**config.mk**
```make
export PLATFORM = sky130hd
export DESIGN_NAME = ppc_top
export DESIGN_NICKNAME = d
export VERILOG_FILES = /design/src/shared/ppc_pkg.sv /design/src/hdl/ppc_sync.sv /design/src/hdl/ppc_top.sv
export SDC_FILE = /design/constraint.sdc
export NUM_CORES = 1
export LEC_CHECK = 0
export BUFFER_PORTS_ARGS = -buffer_cell sky130_fd_sc_hd__buf_2
export CELL_PAD_IN_SITES_DETAIL_PLACEMENT = 0
export CELL_PAD_IN_SITES_GLOBAL_PLACEMENT = 1
export CORE_ASPECT_RATIO = 1.4
export CORE_MARGIN = 8
export CORE_UTILIZATION = 41
export CTS_CLUSTER_DIAMETER = 30
export DETAILED_ROUTE_END_ITERATION = 10
export GPL_TIMING_DRIVEN = 0
export HOLD_SLACK_MARGIN = 0.03
export PLACE_DENSITY_LB_ADDON = 0.1
export SYNTH_ARGS = -nofsm -noshare
export SYNTH_HDL_FRONTEND = slang
export SYNTH_HIERARCHICAL = 1
export SYNTH_SLANG_ARGS = --single-unit
```
**constraint.sdc**
```tcl
create_clock -name clk -period 4.4 [get_ports clk]
set_input_delay 0.88 -clock clk [delete_from_list [all_inputs] [get_ports clk]]
set_output_delay 0.88 -clock clk [all_outputs]
set_load 0.02 [all_outputs]
```
**src/shared/ppc_pkg.sv**
```systemverilog
`default_nettype none
package ppc_pkg;

    // Register indices; byte address is four times the index
    localparam logic [15:0] IDX_P2_DATA = 16'hFFC0;
    localparam logic [15:0] IDX_P2_DIR  = 16'hFFC2;
    localparam logic [15:0] IDX_P2_OD   = 16'hF1C2;
    localparam logic [15:0] IDX_PORT3_DATA = 16'hFFC4;
    localparam logic [15:0] IDX_PORT3_DIR  = 16'hFFC6;
    localparam logic [15:0] IDX_PORT3_OD   = 16'hF1C6;

    localparam logic [15:0] RST_P2_DATA    = 16'h0000;
    localparam logic [15:0] RST_P2_DIR     = 16'h0000;
    localparam logic [15:0] RST_P2_OD      = 16'h0000;
    localparam logic [15:0] RST_PORT3_DATA = 16'h0000;
    localparam logic [15:0] RST_PORT3_DIR  = 16'h0000;
    localparam logic [15:0] RST_PORT3_OD   = 16'h0000;

    // Implemented bit positions of the second port
    localparam logic [15:0] MASK_PORT3_DATA = 16'hBFFF;
    localparam logic [15:0] MASK_PORT3_DIR  = 16'hBFFF;
    localparam logic [15:0] MASK_PORT3_OD   = 16'h2FFF;
    localparam int          PORT3_NO_PIN    = 14;

    localparam int          HW_TIMER_LINE = 15;

    localparam logic [1:0]  RESP_OKAY   = 2'h0;
    localparam logic [1:0]  RESP_SLVERR = 2'h2;

    // Sample periods, in ns, and the derived cycle counts
    localparam int CLK_NS         = 50;
    localparam int SLOW_SAMPLE_NS = 200;
    localparam int FAST_SAMPLE_NS = 25;
    localparam int SLOW_CYC = (SLOW_SAMPLE_NS / CLK_NS < 1) ? 1 : SLOW_SAMPLE_NS / CLK_NS;
    localparam int FAST_CYC = (FAST_SAMPLE_NS / CLK_NS < 1) ? 1 : FAST_SAMPLE_NS / CLK_NS;

    typedef enum logic [2:0] {
        REG_NONE    = 3'b000,
        REG_P2_DATA = 3'b001,
        REG_P2_DIR  = 3'b010,
        REG_P2_OD   = 3'b011,
        REG_PORT3_DATA = 3'b100,
        REG_PORT3_DIR  = 3'b101,
        REG_PORT3_OD   = 3'b110
    } ppc_reg_t;

    function automatic ppc_reg_t ppc_decode(input logic [15:0] idx);
        ppc_reg_t r;
        r = REG_NONE;
        if (idx == IDX_P2_DATA) begin
            r = REG_P2_DATA;
        end else if (idx == IDX_P2_DIR) begin
            r = REG_P2_DIR;
        end else if (idx == IDX_P2_OD) begin
            r = REG_P2_OD;
        end else if (idx == IDX_PORT3_DATA) begin
            r = REG_PORT3_DATA;
        end else if (idx == IDX_PORT3_DIR) begin
            r = REG_PORT3_DIR;
        end else if (idx == IDX_PORT3_OD) begin
            r = REG_PORT3_OD;
        end
        return r;
    endfunction : ppc_decode

    // Byte-lane merge, restricted to implemented bits
    function automatic logic [15:0] ppc_merge(input logic [15:0] old_v,
                                             input logic [15:0] new_v,
                                             input logic [1:0]  strb,
                                             input logic [15:0] impl);
        logic [15:0] lanes;
        lanes = {{8{strb[1]}}, {8{strb[0]}}} & impl;
        return ((old_v & ~lanes) | (new_v & lanes)) & impl;
    endfunction : ppc_merge

endpackage : ppc_pkg
`default_nettype wire

```
**src/hdl/ppc_sync.sv**
```systemverilog
`timescale 1ns/10ps
`default_nettype none
module ppc_sync #(
    parameter int WIDTH = 32
) (
    input  wire logic             clk,
    input  wire logic             sys_rst,
    input  wire logic [WIDTH-1:0] async_in,
    output logic      [WIDTH-1:0] sync_out
);
    logic [WIDTH-1:0] stage1_q;

    if (WIDTH < 1) begin : g_chk
        $error("ppc_sync: WIDTH must be at least 1");
    end

    // First stage feeds only the second
    always_ff @(posedge clk) begin
        if (sys_rst) begin
            stage1_q <= '0;
            sync_out <= '0;
        end else begin
            stage1_q <= async_in;
            sync_out <= stage1_q;
        end
    end
endmodule : ppc_sync
`default_nettype wire

```
**src/hdl/ppc_top.sv**
```systemverilog
// Added by the designer: the AXI4-Lite interface to the registers.
`timescale 1ns/10ps
`default_nettype none
module ppc_top #(
    parameter int ADDR_W = 18
) (
    input  wire logic              clk,
    input  wire logic              sys_rst,
    input  wire logic [ADDR_W-1:0] s_axi_awaddr,
    input  wire logic              s_axi_awvalid,
    output logic                   s_axi_awready,
    input  wire logic [31:0]       s_axi_wdata,
    input  wire logic [3:0]        s_axi_wstrb,
    input  wire logic              s_axi_wvalid,
    output logic                   s_axi_wready,
    output logic [1:0]             s_axi_bresp,
    output logic                   s_axi_bvalid,
    input  wire logic              s_axi_bready,
    input  wire logic [ADDR_W-1:0] s_axi_araddr,
    input  wire logic              s_axi_arvalid,
    output logic                   s_axi_arready,
    output logic [31:0]            s_axi_rdata,
    output logic [1:0]             s_axi_rresp,
    output logic                   s_axi_rvalid,
    input  wire logic              s_axi_rready,
    input  wire logic [15:0]       p2_pin_in,
    output logic [15:0]            p2_pin_out,
    output logic [15:0]            p2_pin_oe_n,
    input  wire logic [15:0]       port3_pin_in,
    output logic [15:0]            port3_pin_out,
    output logic [15:0]            port3_pin_oe_n,
    input  wire logic [15:0]       compare_strobe,
    input  wire logic [15:0]       cc_mode3,
    input  wire logic [15:0]       cc_overflow,
    output logic [15:0]            alt_pin_in,
    output logic [15:0]            alt_latch_readback,
    output logic [15:0]            alt_out_line,
    output logic [15:0]            ext_irq_sample,
    output logic [7:0]             fast_ext_irq_input,
    output logic                   timer7_count_input
);
    if (ADDR_W < 18 || ADDR_W > 32) begin : g_chk
        $error("ppc_top: ADDR_W must lie in 18..32");
    end

    logic [15:0]      p2_q, p2_dir_q, p2_od_q, port3_q, port3_dir_q, port3_od_q;
    logic [15:0]      p2_d;
    logic [15:0]      p2_sync, port3_sync;
    logic             aw_full_q, w_full_q;
    logic [15:0]      aw_idx_q;
    logic [15:0]      wdata_q;
    logic [1:0]       wstrb_q;
    logic             do_wr;
    ppc_pkg::ppc_reg_t wr_sel, rd_sel;
    logic [15:0]      cpu_mask, tog_bits, set_bits, clr_bits;
    logic [7:0]       slow_cnt_q, fast_cnt_q;

    ppc_sync #(.WIDTH(32)) u_sync (
        .clk      (clk),
        .sys_rst  (sys_rst),
        .async_in ({port3_pin_in, p2_pin_in}),
        .sync_out ({port3_sync, p2_sync})
    );

    // AXI4-Lite write side: address and data taken in either order
    assign s_axi_awready = !aw_full_q && !s_axi_bvalid;
    assign s_axi_wready  = !w_full_q && !s_axi_bvalid;
    assign do_wr         = aw_full_q && w_full_q && !s_axi_bvalid;
    assign wr_sel        = ppc_pkg::ppc_decode(aw_idx_q);

    always_ff @(posedge clk) begin
        if (sys_rst) begin
            aw_full_q <= 1'b0;
            aw_idx_q  <= 16'h0000;
        end else if (s_axi_awvalid && s_axi_awready) begin
            aw_full_q <= 1'b1;
            aw_idx_q  <= s_axi_awaddr[17:2];
        end else if (do_wr) begin
            aw_full_q <= 1'b0;
        end
    end

    always_ff @(posedge clk) begin
        if (sys_rst) begin
            w_full_q <= 1'b0;
            wdata_q  <= 16'h0000;
            wstrb_q  <= 2'h0;
        end else if (s_axi_wvalid && s_axi_wready) begin
            w_full_q <= 1'b1;
            wdata_q  <= s_axi_wdata[15:0];
            wstrb_q  <= s_axi_wstrb[1:0];
        end else if (do_wr) begin
            w_full_q <= 1'b0;
        end
    end

    always_ff @(posedge clk) begin
        if (sys_rst) begin
            s_axi_bvalid <= 1'b0;
            s_axi_bresp  <= ppc_pkg::RESP_OKAY;
        end else if (do_wr) begin
            s_axi_bvalid <= 1'b1;
            s_axi_bresp  <= (wr_sel == ppc_pkg::REG_NONE) ? ppc_pkg::RESP_SLVERR
                                                          : ppc_pkg::RESP_OKAY;
        end else if (s_axi_bready) begin
            s_axi_bvalid <= 1'b0;
        end
    end

    // First-port latch: hardware compare updates and CPU writes
    assign cpu_mask = (do_wr && wr_sel == ppc_pkg::REG_P2_DATA)
                    ? {{8{wstrb_q[1]}}, {8{wstrb_q[0]}}} : 16'h0000;
    assign tog_bits = compare_strobe & ~cc_mode3;
    assign set_bits = compare_strobe & cc_mode3 & ~cc_overflow;
    assign clr_bits = compare_strobe & cc_mode3 & cc_overflow;
    assign alt_latch_readback = p2_q;
    assign alt_out_line       = (~alt_latch_readback & tog_bits) | set_bits;

    always_comb begin
        p2_d = (p2_q & ~compare_strobe) | (alt_out_line & compare_strobe);
        p2_d = (p2_d & ~cpu_mask) | (wdata_q & cpu_mask);
    end

    always_ff @(posedge clk) begin
        if (sys_rst) begin
            p2_q <= ppc_pkg::RST_P2_DATA;
        end else begin
            p2_q <= p2_d;
        end
    end

    always_ff @(posedge clk) begin
        if (sys_rst) begin
            p2_dir_q <= ppc_pkg::RST_P2_DIR;
            p2_od_q  <= ppc_pkg::RST_P2_OD;
        end else if (do_wr && wr_sel == ppc_pkg::REG_P2_DIR) begin
            p2_dir_q <= ppc_pkg::ppc_merge(p2_dir_q, wdata_q, wstrb_q, 16'hFFFF);
        end else if (do_wr && wr_sel == ppc_pkg::REG_P2_OD) begin
            p2_od_q  <= ppc_pkg::ppc_merge(p2_od_q, wdata_q, wstrb_q, 16'hFFFF);
        end
    end

    // Second-port registers
    always_ff @(posedge clk) begin
        if (sys_rst) begin
            port3_q     <= ppc_pkg::RST_PORT3_DATA;
            port3_dir_q <= ppc_pkg::RST_PORT3_DIR;
            port3_od_q  <= ppc_pkg::RST_PORT3_OD;
        end else if (do_wr) begin
            if (wr_sel == ppc_pkg::REG_PORT3_DATA) begin
                port3_q <= ppc_pkg::ppc_merge(port3_q, wdata_q, wstrb_q,
                                              ppc_pkg::MASK_PORT3_DATA);
            end else if (wr_sel == ppc_pkg::REG_PORT3_DIR) begin
                port3_dir_q <= ppc_pkg::ppc_merge(port3_dir_q, wdata_q, wstrb_q,
                                                  ppc_pkg::MASK_PORT3_DIR);
            end else if (wr_sel == ppc_pkg::REG_PORT3_OD) begin
                port3_od_q <= ppc_pkg::ppc_merge(port3_od_q, wdata_q, wstrb_q,
                                                 ppc_pkg::MASK_PORT3_OD);
            end
        end
    end

    // Pin drivers; open-drain releases the pin to send a one
    assign p2_pin_out = p2_q;
    assign p2_pin_oe_n = ~(p2_dir_q & (~p2_od_q | ~p2_q));
    assign port3_pin_out  = port3_q & ppc_pkg::MASK_PORT3_DATA;
    assign port3_pin_oe_n = ~(port3_dir_q & (~port3_od_q | ~port3_q)
                              & ppc_pkg::MASK_PORT3_DATA);

    assign alt_pin_in = (p2_dir_q & p2_q) | (~p2_dir_q & p2_sync);
    assign timer7_count_input = alt_pin_in[ppc_pkg::HW_TIMER_LINE];

    // Sample-rate dividers; the clock is slower than the documented base
    always_ff @(posedge clk) begin
        if (sys_rst) begin
            slow_cnt_q <= 8'h00;
        end else if (slow_cnt_q == 8'(ppc_pkg::SLOW_CYC - 1)) begin
            slow_cnt_q <= 8'h00;
        end else begin
            slow_cnt_q <= slow_cnt_q + 8'h01;
        end
    end

    always_ff @(posedge clk) begin
        if (sys_rst) begin
            fast_cnt_q <= 8'h00;
        end else if (fast_cnt_q == 8'(ppc_pkg::FAST_CYC - 1)) begin
            fast_cnt_q <= 8'h00;
        end else begin
            fast_cnt_q <= fast_cnt_q + 8'h01;
        end
    end

    always_ff @(posedge clk) begin
        if (sys_rst) begin
            ext_irq_sample     <= 16'h0000;
            fast_ext_irq_input <= 8'h00;
        end else begin
            if (slow_cnt_q == 8'(ppc_pkg::SLOW_CYC - 1)) begin
                ext_irq_sample <= alt_pin_in;
            end
            if (fast_cnt_q == 8'(ppc_pkg::FAST_CYC - 1)) begin
                fast_ext_irq_input <= alt_pin_in[15:8];
            end
        end
    end

    // AXI4-Lite read side; data registers read back the latch for output bits, the synchronised pin for input bits
    assign s_axi_arready = !s_axi_rvalid;
    assign rd_sel        = ppc_pkg::ppc_decode(s_axi_araddr[17:2]);

    always_ff @(posedge clk) begin
        if (sys_rst) begin
            s_axi_rvalid <= 1'b0;
            s_axi_rdata  <= 32'h0000_0000;
            s_axi_rresp  <= ppc_pkg::RESP_OKAY;
        end else if (s_axi_arvalid && s_axi_arready) begin
            s_axi_rvalid <= 1'b1;
            s_axi_rresp  <= ppc_pkg::RESP_OKAY;
            if (rd_sel == ppc_pkg::REG_P2_DATA) begin
                s_axi_rdata <= {16'h0000, alt_pin_in};
            end else if (rd_sel == ppc_pkg::REG_P2_DIR) begin
                s_axi_rdata <= {16'h0000, p2_dir_q};
            end else if (rd_sel == ppc_pkg::REG_P2_OD) begin
                s_axi_rdata <= {16'h0000, p2_od_q};
            end else if (rd_sel == ppc_pkg::REG_PORT3_DATA) begin
                s_axi_rdata <= {16'h0000,
                                ((port3_dir_q & port3_q) | (~port3_dir_q & port3_sync))
                                & ppc_pkg::MASK_PORT3_DATA};
            end else if (rd_sel == ppc_pkg::REG_PORT3_DIR) begin
                s_axi_rdata <= {16'h0000, port3_dir_q};
            end else if (rd_sel == ppc_pkg::REG_PORT3_OD) begin
                s_axi_rdata <= {16'h0000, port3_od_q};
            end else begin
                s_axi_rdata <= 32'h0000_0000;
                s_axi_rresp <= ppc_pkg::RESP_SLVERR;
            end
        end else if (s_axi_rready) begin
            s_axi_rvalid <= 1'b0;
        end
    end
endmodule : ppc_top
`default_nettype wire

```
==> results.md <==
* Status: completed
* Final worst path period share at 71.18%
* # port buffers at 292
* Register area at 0.004985 mm²
* Total power at 6.662 mW
* CTS tree: done
* Placer congestion estimate at 0.8590
* CP startpoint kind: flop
* Clock-pin transition on the worst setup and hold timing paths at 0.05 ns
* RSZ-0062 raised after global routing: false
* Starting density of the core at 41.59%
* Setup_tns at 0 ns
* Initial antenna violation count at 2
* Post-CTS Hold Buffers at 0
* Tmin final at 3.132 ns
* Worst hold path type: reg -> reg
* Layout overhead on the synthesized area at 31.55%
* Die H at 214.2 µm
* Post-Place Worst Slack at 0.9887 ns
* Vias in the first global route at 10490
* Skew final at 0.01366 ns
* Layout Utilization at 54.71%
* Max-capacitance violation count at 0
* Clock buffer depth at 3
* Max_slew headroom at 25.89%
* Maximum VDD drop at 0.0002780 V
* Total wire length at 41200 µm
* Vias at 10590
* Syn avg cell area at 8.855 µm²
* Kind of critical path: reg -> out
* Worst slew pin tran at 1.102 ns
* Clk Latency, worst-skew pair at 0.54 ns
* CTS Buf Count at 48
* P_leak at 6.809 nW
* Largest net degree at the start of global routing at 12
* Synth Warn # at 6
* Final Hold Viols at 0
* Mapped Area at 0.01150 mm²
* Power Density at 440.3 mW/mm²
* Die width at 157.6 µm
* DR iter-0 viols at 725
* Critical Path RT at 3.52 ns
* Core ar. at 0.02766 mm²
* CTS resizes at 0
* GRT overflow at 0
* GRT Total Usage at 23.84%
* Multi-input logic area at 0.005833 mm²
* Setup WS post-layout at 1.268 ns
* Setup bufs post-CTS at 0
* Post-route insts no fill at 2068
* Via density at 5.122
* Synth Instances at 1299
* DIE AREA at 0.03375 mm²
* HPWL Detailed at 31670 µm
* Worst setup EP type: output port
* I/O pin count at 337
* Root buf cell: clkbuf_16
* Clk sink count at 249
* Crit-path max FO at 4
* First-pass GRT wire length at 61750 µm
* DRC errors left at 0
* Drt pass-1 iters at 5
* Final setup violation count at 0
* Layout cells sized above 1 at 31.31%
* Nets at 1821
* Worst path arrival time at 2.25 ns
* Cell Count Post-Placement at 1979
* CTS H-tree lvls at 2
* Row cnt at 72
* Reg2Reg Setup Slack at 1.76 ns
* Antenna viol nets, final at 0
* Drt wl/cell at 19.92 µm
* Pins Over Slew Limit at 0
* Fillers at 2664
* Fmax at 319.3 MHz
## power by group
part	leakage (nW)	switching, mW	internal, mW	total, mW
registers	2.03	0.0563	2.34	2.40
logic	3.99	0.374	0.238	0.612
clock network	0.783	1.22	2.44	3.65
## final timing paths
path | from | endpoint | cells after the start
worst max-delay path | flop | alt_pin_in[15] | 4
worst min-delay path | u_sync/stage1_q[18]$_SDFF_PP0_ | u_sync/sync_out[18]$_SDFF_PP0_ | 1
worst max register to register | aw_idx_q[0]$_SDFFE_PP0P_ | flop | 5
worst min register to register | u_sync/stage1_q[18]$_SDFF_PP0_ | u_sync/sync_out[18]$_SDFF_PP0_ | 1
## stage by stage
step	area (µm²)	hold WS (ns)
2_1_floorplan	11570	0.4132
3_3_place_gp	13490	0.4185
3_5_place_dp	13490	0.4200
4_1_cts	15130	0.4346
5_1_grt	15130	0.4383
6_report	15130	0.4302
## layout make-up
type	count	share of cell area, %
Clock inverter	21	1.596
Antenna cell	2	0.03308
Clock buffer	66	9.187
Tap cell	370	3.060
Inverter	38	0.9427
Sequential cell	249	32.94
Multi-Input combinational cell	923	38.55
Timing Repair Buffer	292	9.658
Buffer	107	4.027
## per-layer routing
layer	global-route usage [%]	share of wire (%)	wire [µm]
met1	27.42	39	16130
met2	42.18	51	20900
met3	5.627	7.8	3204
met4	7.893	2.4	974
met5	0	0	0
## critical path: stages, from the launching register on
cell and delay [ns]:
dfxtp_1 0.41, mux2i_1 0.69, inv_1 0.26, buf_4 0.20, buf_2 0.15
## cells in the final DEF, fill, tap and decap left out, types with 6 or more instances in the layout
cell / n
nor3_1: 22
nand3_1: 65
dfxtp_1: 249
buf_4: 37
clkbuf_16: 49
clkbuf_1: 66
o21ai_0: 18
nor2b_2: 58
nor2b_1: 20
a211oi_1: 25
nor2_1: 84
o221ai_1: 6
clkbuf_8: 10
and3_1: 7
a21oi_1: 80
buf_6: 6
or3b_2: 16
a32oi_1: 7
xor2_1: 8
buf_2: 293
clkinvlp_4: 7
conb_1: 20
inv_1: 38
mux2i_1: 107
nand3_2: 6
o221a_2: 9
o22ai_1: 7
o211ai_1: 16
nand2b_1: 96
nand2_1: 172
Note: power is estimated with default switching activity, not from simulation.
